File: config.mk
export PLATFORM = sky130hd
export DESIGN_NAME = periodic_timer_core
export DESIGN_NICKNAME = d
export VERILOG_FILES = /design/src/rtl/periodic_timer_pkg.sv /design/src/rtl/periodic_timer_core.sv
export VERILOG_INCLUDE_DIRS = /design/src /design/src/rtl
export SDC_FILE = /design/constraint.sdc
export NUM_CORES = 1
export LEC_CHECK = 0
export ABC_AREA = 0
export BUFFER_PORTS_ARGS = -buffer_cell sky130_fd_sc_hd__buf_2
export CELL_PAD_IN_SITES_DETAIL_PLACEMENT = 1
export CELL_PAD_IN_SITES_GLOBAL_PLACEMENT = 1
export CORE_MARGIN = 2
export CORE_UTILIZATION = 38
export DETAILED_ROUTE_END_ITERATION = 10
export PLACE_DENSITY_LB_ADDON = 0.2
export SLEW_MARGIN = 20
export SYNTH_ARGS = -nofsm -noshare
export SYNTH_HDL_FRONTEND = slang
export SYNTH_SLANG_ARGS = --single-unit
File: constraint.sdc
create_clock -name ref_clk -period 12.82 [get_ports ref_clk]
set_input_delay 2.564 -clock ref_clk [delete_from_list [all_inputs] [get_ports ref_clk]]
set_output_delay 2.564 -clock ref_clk [all_outputs]
set_load 0.02 [all_outputs]
File: src/rtl/periodic_timer_consts.svh
// register offsets, field positions, reset values and clock ratios of the periodic timer
`ifndef PERIODIC_TIMER_CONSTS_SVH
`define PERIODIC_TIMER_CONSTS_SVH
`define OFS_CONTROL_0 12'h000
`define OFS_CONTROL_1 12'h004
`define OFS_CONTROL_2 12'h008
`define OFS_COUNTER_LOW 12'h00C
`define OFS_COUNTER_HIGH 12'h010
`define OFS_COMPARE_A_LOW 12'h014
`define OFS_COMPARE_A_HIGH 12'h018
`define OFS_CAPTURE_B_LOW 12'h01C
`define OFS_CAPTURE_B_HIGH 12'h020
`define OFS_PERIOD_LOW 12'h024
`define OFS_PERIOD_HIGH 12'h028
`define OFS_IRQ_FLAGS 12'h02C
`define CONTROL_0_RESET 8'h00
`define CONTROL_1_RESET 8'h00
`define CONTROL_0_MASK 8'hF8
`define BIT_HOLD 7
`define BIT_RUN 3
`define BIT_INITIAL 3
`define BIT_INVERT 2
`define BIT_CAPSRC 1
`define BIT_CLRSEL 0
`define BIT_LATCH_EDGE 0
`define FLAG_A 0
`define FLAG_P 1
`define COUNTER_WIDTH 10
`define HIGH_CLOCK_DIV 8'd1
`define SUB_CLOCK_DIV 8'd250
`define SYS_DIV_4 8'd4
`define HIGH_DIV_16 8'd16
`define HIGH_DIV_64 8'd64
`endif

File: src/rtl/periodic_timer_pkg.sv
// types of the periodic timer
package periodic_timer_pkg;
  typedef enum logic [1:0] {
    MODE_COMPARE = 2'h0,
    MODE_CAPTURE = 2'h1,
    MODE_PWM = 2'h2,
    MODE_TIMER = 2'h3
  } mode_type;
  typedef enum logic [2:0] {
    CLK_SYS_DIV4 = 3'h0,
    CLK_SYS = 3'h1,
    CLK_HIGH_DIV16 = 3'h2,
    CLK_HIGH_DIV64 = 3'h3,
    CLK_SUB_A = 3'h4,
    CLK_SUB_B = 3'h5,
    CLK_PIN_RISE = 3'h6,
    CLK_PIN_FALL = 3'h7
  } clock_type;
  typedef enum logic [2:0] {
    PULSE_IDLE = 3'b001,
    PULSE_ACTIVE = 3'b010,
    PULSE_DONE = 3'b100
  } pulse_type;
endpackage

File: src/rtl/periodic_timer_core.sv
// periodic timer core: 10-bit counter, comparators A and P, capture, output pin, APB registers
//
// The APB register port and the placing of the registers were decided locally.
`timescale 1ns/1ps
`include "periodic_timer_consts.svh"

module periodic_timer_core (
  input wire logic ref_clk,
  input wire logic sys_rst,
  input wire logic psel,
  input wire logic penable,
  input wire logic pwrite,
  input wire logic [11:0] paddr,
  input wire logic [31:0] pwdata,
  output logic [31:0] prdata,
  output logic pready,
  output logic pslverr,
  input wire logic external_clock_pin,
  input wire logic capture_input_pin,
  output logic timer_output_pin,
  output logic inverted_output_pin,
  output logic compareAIrq,
  output logic comparePIrq
);
  logic [7:0] control0;
  logic [7:0] control1;
  logic [2:0] control2;
  logic [9:0] counter;
  logic [9:0] compareA;
  logic [9:0] captureB;
  logic [9:0] period;
  logic [7:0] byteBuffer;
  logic [1:0] irqFlags;
  logic runDelayed;
  logic [1:0] extSync;
  logic [1:0] capSync;
  logic extLast;
  logic capLast;
  logic [7:0] prescale;
  logic pinLevel;
  periodic_timer_pkg::pulse_type pulseState;

  wire access = psel && penable;
  wire wrStrobe = access && pwrite;
  wire rdStrobe = access && !pwrite;
  wire running = control0[`BIT_RUN];
  wire runRise = running && !runDelayed;
  wire holding = control0[`BIT_HOLD];
  periodic_timer_pkg::mode_type mode;
  periodic_timer_pkg::clock_type clockSel;
  assign mode = periodic_timer_pkg::mode_type'(control1[7:6]);
  assign clockSel = periodic_timer_pkg::clock_type'(control0[6:4]);
  wire [1:0] pinFunc = control1[5:4];
  wire [1:0] capClear = control2[2:1];
  wire initialLevel = control1[`BIT_INITIAL];

  // tick generation; internal ratios come from a shared prescaler off ref_clk
  always_ff @(posedge ref_clk or posedge sys_rst) begin
    if (sys_rst) begin
      extSync <= 2'h0;
      capSync <= 2'h0;
      extLast <= 1'b0;
      capLast <= 1'b0;
    end else begin
      extSync <= {extSync[0], external_clock_pin};
      capSync <= {capSync[0], capture_input_pin};
      extLast <= extSync[1];
      capLast <= capSync[1];
    end
  end

  always_ff @(posedge ref_clk or posedge sys_rst) begin
    if (sys_rst) begin
      prescale <= 8'h00;
    end else begin
      prescale <= prescale + 8'h01;
    end
  end

  logic [7:0] divide;
  logic tick;
  always_comb begin
    divide = `SYS_DIV_4;
    tick = 1'b0;
    case (clockSel)
      periodic_timer_pkg::CLK_SYS_DIV4: divide = `SYS_DIV_4;
      periodic_timer_pkg::CLK_SYS: divide = 8'd1;
      periodic_timer_pkg::CLK_HIGH_DIV16: divide = `HIGH_DIV_16 * `HIGH_CLOCK_DIV;
      periodic_timer_pkg::CLK_HIGH_DIV64: divide = `HIGH_DIV_64 * `HIGH_CLOCK_DIV;
      periodic_timer_pkg::CLK_SUB_A: divide = `SUB_CLOCK_DIV;
      periodic_timer_pkg::CLK_SUB_B: divide = `SUB_CLOCK_DIV;
      default: divide = 8'd1;
    endcase
    if (clockSel == periodic_timer_pkg::CLK_PIN_RISE) begin
      tick = extSync[1] && !extLast;
    end else if (clockSel == periodic_timer_pkg::CLK_PIN_FALL) begin
      tick = !extSync[1] && extLast;
    end else begin
      // exact for power-of-two divisors only; sub clock ratio is approximate
      tick = (prescale % divide) == 8'h00;
    end
  end

  // capture source: capture pin or the external clock pin
  wire capLevel = control1[`BIT_CAPSRC] ? extSync[1] : capSync[1];
  wire capPrev = control1[`BIT_CAPSRC] ? extLast : capLast;
  wire capRise = capLevel && !capPrev;
  wire capFall = !capLevel && capPrev;

  wire advance = running && !holding && tick;
  wire matchA = advance && (counter == compareA);
  wire matchP = advance && (counter == period);
  wire overflow = advance && (counter == 10'h3FF);
  wire isCapture = (mode == periodic_timer_pkg::MODE_CAPTURE);

  logic clearCount;
  always_comb begin
    clearCount = 1'b0;
    if (isCapture) begin
      clearCount = matchP
        || (advance && capClear == 2'h1 && capRise)
        || (advance && capClear == 2'h2 && capFall)
        || (advance && capClear == 2'h3 && (capRise || capFall));
    end else if (mode == periodic_timer_pkg::MODE_PWM) begin
      clearCount = matchP;
    end else if (control1[`BIT_CLRSEL]) begin
      clearCount = matchA;
    end else begin
      clearCount = (period == 10'h000) ? overflow : matchP;
    end
  end

  always_ff @(posedge ref_clk or posedge sys_rst) begin
    if (sys_rst) begin
      counter <= 10'h000;
      runDelayed <= 1'b0;
    end else begin
      runDelayed <= running;
      if (runRise) begin
        counter <= 10'h000;
      end else if (clearCount) begin
        counter <= 10'h000;
      end else if (advance) begin
        counter <= counter + 10'h001;
      end
    end
  end

  // capture edge decode
  logic capToA;
  logic capToB;
  always_comb begin
    capToA = 1'b0;
    capToB = 1'b0;
    if (isCapture && running) begin
      if (capClear == 2'h0) begin
        case (pinFunc)
          2'h0: capToA = capRise;
          2'h1: capToA = capFall;
          2'h2: capToA = capRise || capFall;
          default: capToA = 1'b0;
        endcase
      end else begin
        case (pinFunc)
          2'h0: capToB = capRise;
          2'h1: capToA = capFall;
          2'h2: begin
            capToA = capFall;
            capToB = capRise;
          end
          default: capToA = 1'b0;
        endcase
      end
    end
  end

  // register writes; high byte commits the buffered low byte
  wire [11:0] addr = paddr;
  wire wrHighA = wrStrobe && addr == `OFS_COMPARE_A_HIGH;
  wire wrHighB = wrStrobe && addr == `OFS_CAPTURE_B_HIGH;
  wire wrHighP = wrStrobe && addr == `OFS_PERIOD_HIGH;
  wire wrLow = wrStrobe && (addr == `OFS_COMPARE_A_LOW || addr == `OFS_CAPTURE_B_LOW
    || addr == `OFS_PERIOD_LOW);
  wire rdHigh = rdStrobe && (addr == `OFS_COUNTER_HIGH || addr == `OFS_COMPARE_A_HIGH
    || addr == `OFS_CAPTURE_B_HIGH || addr == `OFS_PERIOD_HIGH);

  always_ff @(posedge ref_clk or posedge sys_rst) begin
    if (sys_rst) begin
      control0 <= `CONTROL_0_RESET;
      control1 <= `CONTROL_1_RESET;
      control2 <= 3'h0;
    end else begin
      if (wrStrobe && addr == `OFS_CONTROL_0) begin
        control0 <= pwdata[7:0] & `CONTROL_0_MASK;
      end
      if (wrStrobe && addr == `OFS_CONTROL_1) begin
        control1 <= pwdata[7:0];
      end
      if (wrStrobe && addr == `OFS_CONTROL_2) begin
        control2[2:1] <= pwdata[2:1];
      end
      // latch edge flag records the polarity of the last rise or fall while a clear edge is selected, clearing or not
      if (isCapture && advance && capClear != 2'h0 && (capRise || capFall)) begin
        control2[`BIT_LATCH_EDGE] <= capRise;
      end
    end
  end

  always_ff @(posedge ref_clk or posedge sys_rst) begin
    if (sys_rst) begin
      byteBuffer <= 8'h00;
    end else if (wrLow) begin
      byteBuffer <= pwdata[7:0];
    end else if (rdHigh) begin
      case (addr)
        `OFS_COUNTER_HIGH: byteBuffer <= counter[7:0];
        `OFS_COMPARE_A_HIGH: byteBuffer <= compareA[7:0];
        `OFS_CAPTURE_B_HIGH: byteBuffer <= captureB[7:0];
        default: byteBuffer <= period[7:0];
      endcase
    end
  end

  always_ff @(posedge ref_clk or posedge sys_rst) begin
    if (sys_rst) begin
      compareA <= 10'h000;
    end else if (capToA) begin
      compareA <= counter;
    end else if (wrHighA) begin
      compareA <= {pwdata[1:0], byteBuffer};
    end
  end

  always_ff @(posedge ref_clk or posedge sys_rst) begin
    if (sys_rst) begin
      captureB <= 10'h000;
    end else if (capToB) begin
      captureB <= counter;
    end else if (wrHighB) begin
      captureB <= {pwdata[1:0], byteBuffer};
    end
  end

  always_ff @(posedge ref_clk or posedge sys_rst) begin
    if (sys_rst) begin
      period <= 10'h000;
    end else if (wrHighP) begin
      period <= {pwdata[1:0], byteBuffer};
    end
  end

  // sticky flags; a match in the clearing cycle wins
  always_ff @(posedge ref_clk or posedge sys_rst) begin
    if (sys_rst) begin
      irqFlags <= 2'h0;
    end else begin
      for (int i = 0; i < 2; i++) begin
        if ((i == `FLAG_A) ? matchA : matchP) begin
          irqFlags[i] <= 1'b1;
        end else if (wrStrobe && addr == `OFS_IRQ_FLAGS && pwdata[i]) begin
          irqFlags[i] <= 1'b0;
        end
      end
    end
  end

  // single pulse: starts on run rise, ends on A match or run clear
  always_ff @(posedge ref_clk or posedge sys_rst) begin
    if (sys_rst) begin
      pulseState <= periodic_timer_pkg::PULSE_IDLE;
    end else begin
      case (pulseState)
        periodic_timer_pkg::PULSE_IDLE: begin
          if (runRise) begin
            pulseState <= periodic_timer_pkg::PULSE_ACTIVE;
          end
        end
        periodic_timer_pkg::PULSE_ACTIVE: begin
          if (matchA || !running) begin
            pulseState <= periodic_timer_pkg::PULSE_DONE;
          end
        end
        periodic_timer_pkg::PULSE_DONE: begin
          if (runRise) begin
            pulseState <= periodic_timer_pkg::PULSE_ACTIVE;
          end
        end
        default: pulseState <= periodic_timer_pkg::PULSE_IDLE;
      endcase
    end
  end

  // pwm: active from period start until A match
  logic pwmActive;
  always_ff @(posedge ref_clk or posedge sys_rst) begin
    if (sys_rst) begin
      pwmActive <= 1'b0;
    end else if (runRise || matchP) begin
      pwmActive <= 1'b1;
    end else if (matchA) begin
      pwmActive <= 1'b0;
    end
  end

  always_ff @(posedge ref_clk or posedge sys_rst) begin
    if (sys_rst) begin
      pinLevel <= 1'b0;
    end else begin
      case (mode)
        periodic_timer_pkg::MODE_COMPARE: begin
          if (runRise) begin
            pinLevel <= initialLevel;
          end else if (matchA) begin
            case (pinFunc)
              2'h1: pinLevel <= 1'b0;
              2'h2: pinLevel <= 1'b1;
              2'h3: pinLevel <= !pinLevel;
              default: pinLevel <= pinLevel;
            endcase
          end
        end
        periodic_timer_pkg::MODE_PWM: begin
          // run rise restarts both waveforms at the active level
          if (runRise) begin
            pinLevel <= initialLevel;
          end else begin
            case (pinFunc)
              2'h0: pinLevel <= !initialLevel;
              2'h1: pinLevel <= initialLevel;
              2'h2: pinLevel <= pwmActive ? initialLevel : !initialLevel;
              default: pinLevel <= (pulseState == periodic_timer_pkg::PULSE_ACTIVE) ? initialLevel : !initialLevel;
            endcase
          end
        end
        default: pinLevel <= pinLevel;
      endcase
    end
  end

  // polarity applies outside timer mode only
  assign timer_output_pin = pinLevel ^ (control1[`BIT_INVERT] && mode != periodic_timer_pkg::MODE_TIMER);
  assign inverted_output_pin = !timer_output_pin;
  assign compareAIrq = irqFlags[`FLAG_A];
  assign comparePIrq = irqFlags[`FLAG_P];

  // apb slave: zero wait states, unmapped addresses read zero with pslverr
  logic mapped;
  always_comb begin
    mapped = 1'b1;
    prdata = 32'h0000_0000;
    case (addr)
      `OFS_CONTROL_0: prdata = {24'h0, control0};
      `OFS_CONTROL_1: prdata = {24'h0, control1};
      `OFS_CONTROL_2: prdata = {29'h0, control2};
      `OFS_COUNTER_LOW, `OFS_COMPARE_A_LOW, `OFS_CAPTURE_B_LOW, `OFS_PERIOD_LOW:
        prdata = {24'h0, byteBuffer};
      `OFS_COUNTER_HIGH: prdata = {30'h0, counter[9:8]};
      `OFS_COMPARE_A_HIGH: prdata = {30'h0, compareA[9:8]};
      `OFS_CAPTURE_B_HIGH: prdata = {30'h0, captureB[9:8]};
      `OFS_PERIOD_HIGH: prdata = {30'h0, period[9:8]};
      `OFS_IRQ_FLAGS: prdata = {30'h0, irqFlags};
      default: mapped = 1'b0;
    endcase
  end
  assign pready = 1'b1;
  assign pslverr = access && !mapped;
endmodule

==> flow_summary.ini <==
[power_and_ir_drop]
switching_share = 0.305
pwr-share-comb = 0.164
switchingPower_mw = 0.199
power_leakage_nw = 3.47
p_clk_frac = 0.387
pwr-share-seq = 0.449
p_int_mw = 0.454
power_density_nw_per_um2 = 79.1
irDropWorstVdd_uv = 49.9

[setup_path]
crit_path_start_kind = flop
reg2reg_to = control2[0]$_DFFE_PP0P_
critical_path_class = reg -> reg
rrSetupSlack_ps = 650
max_stage_delay_ps = 530
reg2reg_depth = 51
crit_path_frequent_cell = ha_1
r2r-start = prescale[1]$_DFF_PP0_
crit_path_end_kind = flop
cp.required_ps = 13040
cp.arrival_ps = 12390
crit_fanout = 7
slowest_stage = or4b_4

[timing]
hold_viol = 0
tightest_slew_ps = 1060
setup_violations = 0
finalMaxSlewViolations = 0
tns_ps = 0
slew_headroom = 0.288
finClkSkew_ps = 14.0
post-route-min-period_ps = 12170
timing.fmax_ghz = 0.0822
worst_hold_slack_ps = 349
post-route-period-util = 0.949

[layout]
finalNetCount = 970
num_antenna_cells = 0
finalInstanceArea_sq_um = 8260
synthToLayoutAreaGrowth_pct = 14.8
layout_common_cells = dfrtp_1 (85), nand2_1 (65), nor2_1 (61)
final_common_cell = dfrtp_1
finalNonFillerCells = 1109
nFillCells = 2208
multiInputGateArea_sq_um = 4910
drive_above_1_share = 0.209
layout.area.seq_sq_um = 2150

[detailed_routing]
dr.pass1.iters = 7
initialDrtViolationCount = 397
routed_via_density = 6.02
num_vias = 6673
drt_wl_total_mm = 23.2
ant_nets = 0
drcViolationCount = 0
wl_per_cell_microns = 20.9

[min_path]
whs_path_depth = 0
hold_class = reg -> reg
min_to = extSync[1]$_DFF_PP0_
hold_start = extSync[0]$_DFF_PP0_

[clock_tree]
clk_pin_slew_ps = 60
cts.sinks = 86
clk_latency_ps = 350
cts_tree = yes
cts_max_path_buffers = 2
ctsHtreeMaxLevel = 3
cts_root_buffer = clkbuf_16
cts_buffers = 9
cts_hold_buf = 0

[synth]
synthFlopType = dfrtp_1
post_synth_num_cell_types = 79
ys_async_sr_fraction = 1.00
ys_seq_elements = 86
yosysSeqAreaShare = 0.299
synth_edf_count = 0
yosys_warnings = 0
synth.avg_cell_area_sq_um = 8.80
synthCells = 818
netlist_area_sq_um = 7200

[die]
rows = 50
io_pins = 89
die_h_microns = 142
coreArea_sq_um = 18600
die_w_microns = 142
dieArea_sq_um = 20100
start_util = 0.386

[place]
dpl.cell_count = 1077
hpwlAfterDp_mm = 17.5
gp_congestion = 0.884
io_buffers = 39
placed_cell_area_sq_um = 7620

[flow_run]
maxCapViolCount = 0

[grt]
grt_pass1_wl_mm = 36.8
grt_pass1_vias = 7014
antenna_found_initial = 0
grt_max_degree = 66
grtUsageTotal = 0.231
grt_overflow = 0

[outcome]
run_status = finished clean
-- registers in the layout, indices dropped and copies added, names as in the netlist, 2 cells and up --
register / count
control2: 3
byteBuffer: 8
compareA: 10
period: 10
pulseState: 3
control1: 8
extSync: 2
capSync: 2
control0: 5
irqFlags: 2
captureB: 10
prescale: 8
counter: 10
-- cell usage after synthesis (9+ instances only) --
master     n  area (sq um)
xnor2_1   30           263
nor2_1    64           240
nand2b_1  10          62.6
clkbuf_1  29           109
nand2_1   65           244
and3_1     9          56.3
a222oi_1  19           190
dfrtp_1   85          2130
mux2i_1   29           290
nand4_1   15          93.8
o21a_1    14           105
inv_1     34           128
o31ai_1   13          97.6
nor4_1     9          56.3
nand3_1   20           100
ha_1      48           601
nor3_1    25           125
a21oi_1   51           255
nor2b_1   16           100
o211ai_1  10          75.1
buf_4     27           203
xor2_1    15           131
o21ai_0   34           170
a221o_1   10           100
mux2_2    25           282
-- stage by stage --
step	power, mW	worst slack, ps	util
5_1_grt	0.684	-79.7	0.443
3_3_place_gp	0.394	-164	0.409
6_report	0.653	651	0.443
2_1_floorplan	0.372	787	-
4_1_cts	0.652	20.3	0.428
3_5_place_dp	0.397	-643	0.409
-- critical path, delay by kind of cell (launching register included) --
family          cells  cell delay, ps
compound gates     21            4370
fa+ha+maj           8            2680
simple gates       12            2440
mux                 4            1110
buf+inv             6             970
flops               1             430
-- power by group through the flow --
stage,Clock [mW],Combinational [mW],Sequential [mW]
floorplan,0,0.0873,0.285
global placement,0,0.0963,0.298
detailed placement,0,0.0989,0.298
CTS,0.258,0.101,0.293
global route,0.270,0.120,0.294
finish,0.253,0.107,0.293
-- cell families after synthesis --
kind of cell               Yosys count  share of synthesized area
other                                2                    0.00104
DFF                                 86                      0.299
and+or+nand+nor                    268                      0.190
adders and majority gates           49                     0.0862
xor gates and xnor gates            45                     0.0548
muxes                               55                     0.0826
AOI/OAI and AO/OA                  219                      0.222
buffers and inverters               94                     0.0640
-- metal layers --
metal  up-vias  track usage  wire length (microns)
li1       3090            -                      -
met1      3363        0.282                   9730
met2       183        0.423                  11900
met3        37       0.0277                    902
met4         0       0.0721                    598
met5         -            0                      0
-- worst max-delay path by stage --
stage	end	depth (start not counted)	start
4_1_cts	pwmActive$_DFFE_PP0P_	53	prescale[0]$_DFF_PP0_
3_3_place_gp	pwmActive$_DFFE_PP0P_	50	prescale[0]$_DFF_PP0_
3_5_place_dp	pwmActive$_DFFE_PP0P_	50	prescale[0]$_DFF_PP0_
2_1_floorplan	control2[0]$_DFFE_PP0P_	53	control0[5]$_DFFE_PP0P_
6_report	control2[0]$_DFFE_PP0P_	51	prescale[1]$_DFF_PP0_
5_1_grt	control2[0]$_DFFE_PP0P_	53	prescale[1]$_DFF_PP0_
-- area by class of cell --
type,count,share of cell area
clock inverter,6,0.00652
tap,234,0.0355
timing repair buffer,78,0.0595
multi-input combinational,661,0.594
clock buffer,10,0.0277
inverter,34,0.0156
sequential,86,0.261
-- what timing repair did --
action / 4_1_cts / 5_1_grt
cloned: 0 / 1
pin swaps: 3 / 12
gates resized for setup: 14 / 32
setup buffers: 2 / 13
setup endpoints to repair: 17 / 17
Note: power is estimated with default switching activity, not from simulation.
